===== src/hdl/nvm_regs.svh =====
// Register offsets, field positions, reset values and timing counts
//
// Overview of operation
// - Power-up reset clears write_permit so no write can start.
// - Data EEPROM writes are blocked while the 64 ms power-up timer runs.
// - Key 55h then AAh to unlock_key_port, then write_start, starts a write.
// - A write needs both the unlocked key sequence and write_permit set.
// - Program block write stalls the core until done; core resumes at 3rd instruction.
// - Data protect fuse at '0' denies external-path data EEPROM access.
// - Write end clears write_start and sets sticky nv_done_flag.
// - write_start cannot be set without write_permit; clearing it never aborts.
// - Program write at low bits 111 erases eight words, programs eight; others load buffer.
// - Program erase stalls the core about 4 ms; clocks keep running.
`ifndef NVM_REGS_SVH
`define NVM_REGS_SVH

// ==========================================================
// Register offsets
`define NVM_OFS_CTRL      4'h0
`define NVM_OFS_KEY       4'h1
`define NVM_OFS_ADDR_LOW  4'h2
`define NVM_OFS_ADDR_HIGH 4'h3
`define NVM_OFS_DATA_LOW  4'h4
`define NVM_OFS_DATA_HIGH 4'h5
`define NVM_OFS_IRQ_FLAG  4'h6
`define NVM_OFS_IRQ_EN    4'h7

// ==========================================================
// Field positions, masks and reset values
`define NVM_CTRL_SPACE    7
`define NVM_CTRL_FAULT    3
`define NVM_CTRL_PERMIT   2
`define NVM_CTRL_START    1
`define NVM_CTRL_READ     0
`define NVM_IRQ_DONE      4
`define NVM_ADDRH_MASK    8'h1f
`define NVM_DATAH_MASK    8'h3f
`define NVM_REG_RESET     8'h00
`define NVM_KEY_FIRST     8'h55
`define NVM_KEY_SECOND    8'haa
`define NVM_BLOCK_LAST    3'h7

// ==========================================================
// Timing
`define NVM_CLK_KHZ       25000
`define NVM_PWRT_MS       64
`define NVM_PWRT_CYC      (`NVM_PWRT_MS * `NVM_CLK_KHZ)
`define NVM_ERASE_MS      4
`define NVM_ERASE_CYC     (`NVM_ERASE_MS * `NVM_CLK_KHZ)
`define NVM_DWRITE_CYC    1024
`define NVM_PROG_CYC      64
`define NVM_TMR_W         21

`endif


===== src/hdl/nvm_pkg.sv =====
// Types shared by the nonvolatile access controller
package nvm_pkg;

    // Operation sequencer states
    typedef enum logic [3:0] {
        NVM_ST_IDLE    = 4'b0001,
        NVM_ST_DWRITE  = 4'b0010,
        NVM_ST_ERASE   = 4'b0100,
        NVM_ST_PROGRAM = 4'b1000
    } nvm_state_t;

    // Unlock key sequence states
    typedef enum logic [2:0] {
        NVM_KEY_IDLE  = 3'b001,
        NVM_KEY_HALF  = 3'b010,
        NVM_KEY_ARMED = 3'b100
    } nvm_key_t;

endpackage


===== src/hdl/nvm_if.sv =====
// Interfaces between the controller and its key sequencer and timers
`timescale 1ns/1ps
`default_nettype none

// Unlock key port traffic and armed status
interface nvm_key_if;
    logic       key_wr;
    logic [7:0] key_data;
    logic       other_wr;
    logic       armed;
    modport ctl (output key_wr, output key_data, output other_wr, input armed);
    modport seq (input key_wr, input key_data, input other_wr, output armed);
endinterface

// Down-counter load and status
interface nvm_tmr_if;
    logic        load;
    logic [20:0] value;
    logic        busy;
    logic        done;
    modport ctl (output load, output value, input busy, input done);
    modport tmr (input load, input value, output busy, output done);
endinterface

`default_nettype wire


===== src/hdl/nvm_unlock.sv =====
// Unlock key sequencer: 55h then AAh with nothing in between
`timescale 1ns/1ps
`default_nettype none
`include "nvm_regs.svh"

module nvm_unlock (
    input  wire logic clk_i,
    input  wire logic rstn_i,
    nvm_key_if.seq    key
);
    nvm_pkg::nvm_key_t state;
    nvm_pkg::nvm_key_t next_state;

    // Any other register write breaks the order, the start write included
    always_comb begin
        next_state = state;
        if (key.other_wr) begin
            next_state = nvm_pkg::NVM_KEY_IDLE;
        end else if (key.key_wr) begin
            if (key.key_data == `NVM_KEY_FIRST) begin
                next_state = nvm_pkg::NVM_KEY_HALF;
            end else if (state == nvm_pkg::NVM_KEY_HALF && key.key_data == `NVM_KEY_SECOND) begin
                next_state = nvm_pkg::NVM_KEY_ARMED;
            end else begin
                next_state = nvm_pkg::NVM_KEY_IDLE;
            end
        end
    end

    // Sequence state
    always_ff @(posedge clk_i) begin
        if (!rstn_i) state <= nvm_pkg::NVM_KEY_IDLE;
        else         state <= next_state;
    end

    assign key.armed = (state == nvm_pkg::NVM_KEY_ARMED);
endmodule

`default_nettype wire


===== src/hdl/nvm_timer.sv =====
// Loadable down-counter; done pulses on its last counted cycle
`timescale 1ns/1ps
`default_nettype none

module nvm_timer (
    input  wire logic clk_i,
    input  wire logic rstn_i,
    nvm_tmr_if.tmr    t
);
    logic [20:0] cnt;

    // Count down to zero; a load restarts the count
    always_ff @(posedge clk_i) begin
        if (!rstn_i)         cnt <= 21'h0;
        else if (t.load)     cnt <= t.value;
        else if (cnt != 0)   cnt <= cnt - 21'h1;
    end

    assign t.busy = (cnt != 21'h0);
    // Done reads only the count: the sequencer reloads from it, so no loop through load
    assign t.done = (cnt == 21'h1);
endmodule

`default_nettype wire


===== src/hdl/nvm_ctrl.sv =====
// Nonvolatile memory self-write controller: registers, key guard, sequencer
`timescale 1ns/1ps
`default_nettype none
`include "nvm_regs.svh"

module nvm_ctrl #(
    parameter int unsigned PWRT_CYCLES   = `NVM_PWRT_CYC,
    parameter int unsigned ERASE_CYCLES  = `NVM_ERASE_CYC,
    parameter int unsigned DWRITE_CYCLES = `NVM_DWRITE_CYC,
    parameter int unsigned PROG_CYCLES   = `NVM_PROG_CYC
) (
    input  wire logic        clk_i,
    input  wire logic        rstn_i,
    input  wire logic [3:0]  addr_i,
    input  wire logic [7:0]  wdata_i,
    input  wire logic        wr_i,
    input  wire logic        rd_i,
    output logic      [7:0]  rdata_o,
    output logic             irq_o,
    output logic             core_stall_o,
    input  wire logic        data_protect_fuse_i,
    output logic             ext_data_access_o,
    output logic      [12:0] mem_addr_o,
    output logic      [13:0] mem_wdata_o,
    input  wire logic [13:0] mem_rdata_i,
    output logic             mem_space_o,
    output logic             mem_read_o,
    output logic             mem_buf_load_o,
    output logic             mem_data_write_o,
    output logic             mem_erase_o,
    output logic             mem_program_o
);
    // ==========================================================
    // Load values for the timers
    localparam logic [20:0] PWRT_LD   = 21'(PWRT_CYCLES);
    localparam logic [20:0] ERASE_LD  = 21'(ERASE_CYCLES);
    localparam logic [20:0] DWRITE_LD = 21'(DWRITE_CYCLES);
    localparam logic [20:0] PROG_LD   = 21'(PROG_CYCLES);

    // ==========================================================
    // Registers and internal signals
    logic [7:0]          addr_low;
    logic [7:0]          addr_high;
    logic [7:0]          data_low;
    logic [7:0]          data_high;
    logic                program_space_select;
    logic                write_fault_flag;
    logic                write_permit;
    logic                write_start;
    logic                nv_done_flag;
    logic                nv_done_irq_enable;
    logic                pwrt_started;
    logic                pwrt_done;
    logic                fuse_s1;
    logic                fuse_s2;
    logic                read_pending;
    nvm_pkg::nvm_state_t state;
    nvm_pkg::nvm_state_t next_state;
    logic                wr_ctrl;
    logic                start_req;
    logic                go;
    logic                block_last;
    logic                finish;
    logic                buf_load_now;
    logic                read_req;

    nvm_key_if key ();
    nvm_tmr_if pwrt ();
    nvm_tmr_if op ();

    nvm_unlock u_unlock (
        .clk_i  (clk_i),
        .rstn_i (rstn_i),
        .key    (key.seq)
    );

    nvm_timer u_pwrt (
        .clk_i  (clk_i),
        .rstn_i (rstn_i),
        .t      (pwrt.tmr)
    );

    nvm_timer u_op (
        .clk_i  (clk_i),
        .rstn_i (rstn_i),
        .t      (op.tmr)
    );

    // ==========================================================
    // Bus decode and key sequencer feed
    assign wr_ctrl      = wr_i && (addr_i == `NVM_OFS_CTRL);
    assign key.key_wr   = wr_i && (addr_i == `NVM_OFS_KEY);
    assign key.key_data = wdata_i;
    assign key.other_wr = wr_i && (addr_i != `NVM_OFS_KEY);
    assign read_req     = wr_ctrl && wdata_i[`NVM_CTRL_READ] && (state == nvm_pkg::NVM_ST_IDLE);

    // Start needs an idle sequencer, permit already set and the armed key
    assign start_req  = wr_ctrl && wdata_i[`NVM_CTRL_START] && (state == nvm_pkg::NVM_ST_IDLE);
    assign go         = start_req && write_permit && key.armed
                        && (wdata_i[`NVM_CTRL_SPACE] || pwrt_done);
    assign block_last = (addr_low[2:0] == `NVM_BLOCK_LAST);
    assign buf_load_now = go && wdata_i[`NVM_CTRL_SPACE] && !block_last;

    // ==========================================================
    // Power-up timer: starts right after reset release
    always_ff @(posedge clk_i) begin
        if (!rstn_i) pwrt_started <= 1'b0;
        else         pwrt_started <= 1'b1;
    end

    assign pwrt.load  = !pwrt_started;
    assign pwrt.value = PWRT_LD;
    assign pwrt_done  = pwrt_started && !pwrt.busy;

    // ==========================================================
    // Operation sequencer
    always_comb begin
        next_state = state;
        op.load    = 1'b0;
        op.value   = DWRITE_LD;
        finish     = buf_load_now;
        unique case (state)
            nvm_pkg::NVM_ST_IDLE: begin
                if (go && !wdata_i[`NVM_CTRL_SPACE]) begin
                    next_state = nvm_pkg::NVM_ST_DWRITE;
                    op.load    = 1'b1;
                end else if (go && block_last) begin
                    next_state = nvm_pkg::NVM_ST_ERASE;
                    op.load    = 1'b1;
                    op.value   = ERASE_LD;
                end
            end
            nvm_pkg::NVM_ST_DWRITE: begin
                if (op.done) begin
                    next_state = nvm_pkg::NVM_ST_IDLE;
                    finish     = 1'b1;
                end
            end
            nvm_pkg::NVM_ST_ERASE: begin
                if (op.done) begin
                    next_state = nvm_pkg::NVM_ST_PROGRAM;
                    op.load    = 1'b1;
                    op.value   = PROG_LD;
                end
            end
            nvm_pkg::NVM_ST_PROGRAM: begin
                if (op.done) begin
                    next_state = nvm_pkg::NVM_ST_IDLE;
                    finish     = 1'b1;
                end
            end
            default: begin
                next_state = nvm_pkg::NVM_ST_IDLE;
            end
        endcase
    end

    // Sequencer state; clearing permit mid-write does not abort
    always_ff @(posedge clk_i) begin
        if (!rstn_i) state <= nvm_pkg::NVM_ST_IDLE;
        else         state <= next_state;
    end

    // The core halts for the whole block erase and program
    assign core_stall_o     = (state == nvm_pkg::NVM_ST_ERASE)
                              || (state == nvm_pkg::NVM_ST_PROGRAM);
    assign mem_data_write_o = (state == nvm_pkg::NVM_ST_DWRITE);
    assign mem_erase_o      = (state == nvm_pkg::NVM_ST_ERASE);
    assign mem_program_o    = (state == nvm_pkg::NVM_ST_PROGRAM);

    // ==========================================================
    // Control bits
    always_ff @(posedge clk_i) begin
        if (!rstn_i) begin
            write_permit         <= 1'b0;
            write_start          <= 1'b0;
            program_space_select <= 1'b0;
        end else begin
            if (wr_ctrl) write_permit <= wdata_i[`NVM_CTRL_PERMIT];
            if (wr_ctrl && state == nvm_pkg::NVM_ST_IDLE) begin
                program_space_select <= wdata_i[`NVM_CTRL_SPACE];
            end
            // Buffer loads finish at once and never show as busy
            if (finish)                     write_start <= 1'b0;
            else if (go && !buf_load_now)   write_start <= 1'b1;
        end
    end

    // Fault survives reset: a reset during a write sets it, software clears it
    always_ff @(posedge clk_i) begin
        if (!rstn_i) begin
            if (state != nvm_pkg::NVM_ST_IDLE) write_fault_flag <= 1'b1;
        end else if (wr_ctrl) begin
            write_fault_flag <= wdata_i[`NVM_CTRL_FAULT];
        end
    end

    // ==========================================================
    // Address and data registers; a read result overrides a same-cycle write
    always_ff @(posedge clk_i) begin
        if (!rstn_i) begin
            addr_low  <= `NVM_REG_RESET;
            addr_high <= `NVM_REG_RESET;
            data_low  <= `NVM_REG_RESET;
            data_high <= `NVM_REG_RESET;
        end else begin
            if (wr_i && addr_i == `NVM_OFS_ADDR_LOW)  addr_low  <= wdata_i;
            if (wr_i && addr_i == `NVM_OFS_ADDR_HIGH) addr_high <= wdata_i & `NVM_ADDRH_MASK;
            if (read_pending) begin
                data_low  <= mem_rdata_i[7:0];
                data_high <= {2'h0, mem_rdata_i[13:8]};
            end else begin
                if (wr_i && addr_i == `NVM_OFS_DATA_LOW)  data_low  <= wdata_i;
                if (wr_i && addr_i == `NVM_OFS_DATA_HIGH) data_high <= wdata_i & `NVM_DATAH_MASK;
            end
        end
    end

    // ==========================================================
    // Array port: address and data latched when an access starts
    always_ff @(posedge clk_i) begin
        if (!rstn_i) begin
            mem_addr_o     <= 13'h0;
            mem_wdata_o    <= 14'h0;
            mem_space_o    <= 1'b0;
            mem_read_o     <= 1'b0;
            mem_buf_load_o <= 1'b0;
            read_pending   <= 1'b0;
        end else begin
            if (go || read_req) begin
                mem_addr_o  <= {addr_high[4:0], addr_low};
                mem_wdata_o <= {data_high[5:0], data_low};
                mem_space_o <= wdata_i[`NVM_CTRL_SPACE];
            end
            mem_read_o     <= read_req;
            read_pending   <= read_req;
            mem_buf_load_o <= buf_load_now;
        end
    end

    // ==========================================================
    // Data protect fuse: external path only sees data memory when it is 1
    always_ff @(posedge clk_i) begin
        if (!rstn_i) begin
            fuse_s1           <= 1'b0;
            fuse_s2           <= 1'b0;
            ext_data_access_o <= 1'b0;
        end else begin
            fuse_s1           <= data_protect_fuse_i;
            fuse_s2           <= fuse_s1;
            ext_data_access_o <= fuse_s2;
        end
    end

    // ==========================================================
    // Completion interrupt: set wins over a write-one clear
    always_ff @(posedge clk_i) begin
        if (!rstn_i) begin
            nv_done_flag       <= 1'b0;
            nv_done_irq_enable <= 1'b0;
        end else begin
            if (finish) begin
                nv_done_flag <= 1'b1;
            end else if (wr_i && addr_i == `NVM_OFS_IRQ_FLAG && wdata_i[`NVM_IRQ_DONE]) begin
                nv_done_flag <= 1'b0;
            end
            if (wr_i && addr_i == `NVM_OFS_IRQ_EN) begin
                nv_done_irq_enable <= wdata_i[`NVM_IRQ_DONE];
            end
        end
    end

    assign irq_o = nv_done_flag && nv_done_irq_enable;

    // ==========================================================
    // Read data, valid only in the cycle after the read strobe
    always_ff @(posedge clk_i) begin
        if (!rstn_i || !rd_i) begin
            rdata_o <= 8'h00;
        end else begin
            unique case (addr_i)
                `NVM_OFS_CTRL:      rdata_o <= {program_space_select, 3'h0, write_fault_flag,
                                                write_permit, write_start, 1'b0};
                `NVM_OFS_ADDR_LOW:  rdata_o <= addr_low;
                `NVM_OFS_ADDR_HIGH: rdata_o <= addr_high;
                `NVM_OFS_DATA_LOW:  rdata_o <= data_low;
                `NVM_OFS_DATA_HIGH: rdata_o <= data_high;
                `NVM_OFS_IRQ_FLAG:  rdata_o <= {3'h0, nv_done_flag, 4'h0};
                `NVM_OFS_IRQ_EN:    rdata_o <= {3'h0, nv_done_irq_enable, 4'h0};
                default:            rdata_o <= 8'h00;
            endcase
        end
    end
endmodule

`default_nettype wire


===== config.mk =====
export PLATFORM = sky130hd
export DESIGN_NAME = nvm_ctrl
export DESIGN_NICKNAME = d
export VERILOG_FILES = /design/src/hdl/nvm_pkg.sv /design/src/hdl/nvm_if.sv /design/src/hdl/nvm_unlock.sv /design/src/hdl/nvm_timer.sv /design/src/hdl/nvm_ctrl.sv
export VERILOG_INCLUDE_DIRS = /design/src /design/src/hdl
export SDC_FILE = /design/constraint.sdc
export NUM_CORES = 1
export LEC_CHECK = 0
export ABC_AREA = 1
export BUFFER_PORTS_ARGS = -buffer_cell sky130_fd_sc_hd__buf_2
export CORE_MARGIN = 2
export CORE_UTILIZATION = 33
export CTS_BUF_LIST = sky130_fd_sc_hd__clkbuf_8
export CTS_CLUSTER_DIAMETER = 150
export DETAILED_ROUTE_END_ITERATION = 10
export GPL_TIMING_DRIVEN = 0
export PLACE_DENSITY = 0.59
export SYNTH_ARGS = -nofsm -noshare
export SYNTH_HDL_FRONTEND = slang
export SYNTH_SLANG_ARGS = --single-unit
export TNS_END_PERCENT = 30

===== constraint.sdc =====
create_clock -name clk_i -period 4.91 [get_ports clk_i]
set_input_delay 0.982 -clock clk_i [delete_from_list [all_inputs] [get_ports clk_i]]
set_output_delay 0.982 -clock clk_i [all_outputs]
set_load 0.01 [all_outputs]

==> results.yml <==
worst_setup_path:
  cpLargestDelayFamily: "simple AND/OR/NAND/NOR gates"
  critPathSlowestCell: "nor3_1"
  path_buf_inv: 2
  startpoint_type: "flop"
  cp.arrival_ns: 1.94
  path_class: "flop to output port"
  crit_fanout: 6
  critPathMaxStageDelay_ns: 0.65
  cp.required_ns: 3.93
  end_kind: "output port"
  path_cells: "nor2_1, inv_1, nor3_1, or2_2, buf_2"
pwr:
  vdd_ir_drop_max_uv: 188
  switching_power_mw: 1.15
  pwr-share-clk_pct: 28.5
  power_frac_seq_pct: 40.1
  finalPower_mw: 3.02
  powerDensity_nw_per_um2: 455
  p_leak_nw: 3.00
  p_int_mw: 1.87
  pwr-share-comb_pct: 31.4
  p_sw_share_pct: 38.0
die:
  core-area_um2: 16600
  die_w_um: 135
  initial_utilization_pct: 33.8
  fp.dieArea_um2: 18100
  ios: 75
  rows: 47
  die_h_um: 135
sta:
  skew_ns: 0.0141
  period_share_pct: 59.5
  slew_headroom_pct: 43.4
  rsz0062_at_grt: "no"
  period_minus_slack_ns: 2.92
  tns_ns: 0
  hold_violations: 0
  hold_ws_ns: 0.413
  clock.fmax_mhz: 342
  slew_violations: 0
  setup_ws_ns: 1.99
  tightest_slew_ns: 0.843
  setup_violations: 0
global_route:
  antenna_found_initial: 0
  grt_max_degree: 17
  grt_usage_pct: 17.9
  grt-ovfl-total: 0
  grt_pass1_vias: 4944
  grt_pass1_wl_um: 25300
cells_and_area:
  mostFrequentLayoutCell: "dfxtp_1"
  syn_to_final_growth_pct: 18.1
  fin_util_pct: 39.9
  final_cell_area_um2: 6650
  diodes: 0
  final_cell_mix: "dfxtp_1, nand2_1, nor2_1"
  finalNonFillerCells: 1099
  regArea_um2: 2490
  fill_cells: 1781
  nNetsFinal: 901
  drive_gt1_share_pct: 15.6
  multiInputGateArea_um2: 2670
route:
  route.detailed.drc: 0
  via_per_inst: 4.90
  finalWirelength_um: 15900
  wl_per_cell_um: 14.5
  postRouteAntennaNets: 0
  vias: 5384
  first_pass_iters: 5
  first_iter_violations: 525
place:
  finalWeightedCongestion: 0.887
  place_inst: 1067
  hpwl_um: 12000
  io_buffer_count: 74
  placed_area_um2: 6270
  dp_slack_ns: 2.05
synth:
  ys_warn_count: 0
  netlist_instances: 773
  yosys.area.top_type: "dfxtp_1"
  syn-num-nets: 808
  synth_area_um2: 5630
  netlist.area_leader.share_pct: 43.8
  synthTopCellsByArea: "dfxtp_1, nand2_1, nor2_1"
  ys.flop_type: "dfxtp_1"
  ys_seq_area_share_pct: 44.3
  synth_edf_count: 1
  async_flop_share_pct: 0
  ys_types: 47
  synth_seq_cells: 124
  synth_area_per_cell_um2: 7.28
clocking:
  clockRootBuffer: "clkbuf_8"
  clk_latency_ns: 0.46
  clk_pin_slew_worst_paths_ns: 0.07
  cts_max_path_buffers: 2
  cts_buffers: 17
  htreeDepth: 4
  ctsHoldBuffers: 0
  cts_resized: 0
  cts_tree: "done"
  cts.sinks: 124
  cts_setup_buffers: 0
min_path:
  holdCritPathClass: "flop to flop"
flow_run:
  cap_violations: 0
run_status:
  status: "complete, no violations"
-- logic make-up after synthesis --
logic type      count (synthesis)  synth area share (%)
compound gates                174                  16.8
xor+xnor                       23                  3.58
fa+ha+maj                       4                 0.890
buf+inv                       115                  8.27
flops                         124                  44.3
simple gates                  333                  26.2
-- worst reg2reg max path, delay by kind of cell, from the launching register on --
family                 cells  cell delay [ns]
buffers and inverters      2             0.28
flip-flops                 1             0.33
AND/OR/NAND/NOR            5             1.47
-- metal layers --
layer  vias to the layer above  wire length [um]  track usage (%)
met1                      2462              7600             25.2
met5                         -                 0                0
li1                       2753                 -                -
met4                         0               250             6.43
met3                        22              1050             4.39
met2                       147              6990             26.5
-- cell usage after synthesis, types with 5 or more instances --
library cell    n
dfxtp_1       123
clkbuf_1       11
o22ai_1         8
nand2_1       122
a211oi_1        7
nand2_2         5
o21ai_1        28
o21ai_0        33
nand3_1        40
nor3_1         20
or2_2           7
nand4_1        12
xor2_1         17
a31oi_1         8
inv_1          93
xnor2_1         6
nor2_1        109
a21oi_1        78
-- final timing paths --
kind                               start                end  cells after the start  slack [ns]
worst min register to register   fuse_s2  ext_data_access_o                      2        0.41
worst max-delay path            state[1]       core_stall_o                      5        1.99
worst max register to register  state[1]       u_op.cnt[11]                      7        2.74
worst min-delay path             fuse_s2  ext_data_access_o                      2        0.41
-- power groups by stage --
stage | Clock (mW) | Sequential (mW) | Combinational (mW)
after global placement | 0 | 1.23 | 0.942
after CTS | 0.879 | 1.21 | 0.950
after detailed placement | 0 | 1.23 | 0.946
final | 0.862 | 1.21 | 0.948
after global routing | 0.927 | 1.23 | 1.09
after floorplan | 0 | 1.21 | 0.756
-- area by class of cell --
| type | count | area share [%] |
|---|---|---|
| tap | 220 | 4.14 |
| clock inverter | 15 | 2.11 |
| multi-input combinational | 534 | 40.1 |
| timing repair buffer | 74 | 5.57 |
| sequential | 124 | 37.5 |
| inverter | 95 | 5.37 |
| clock buffer | 17 | 3.52 |
| buffer | 20 | 1.64 |
-- sequential cells by signal (all words and copies together), names as in the netlist --
signal / flops
data_high: 6
u_pwrt.cnt: 21
addr_low: 8
read_pending: 1
nv_done_flag: 1
fuse_s2: 1
mem_space_o: 1
ext_data_access_o: 1
mem_addr_o: 13
u_unlock.state: 3
program_space_select: 1
fuse_s1: 1
write_start: 1
data_low: 8
write_permit: 1
pwrt_started: 1
mem_buf_load_o: 1
nv_done_irq_enable: 1
mem_wdata_o: 14
write_fault_flag: 1
rdata_o: 8
state: 4
addr_high: 5
u_op.cnt: 21
Power figures use the tool's default switching activity.
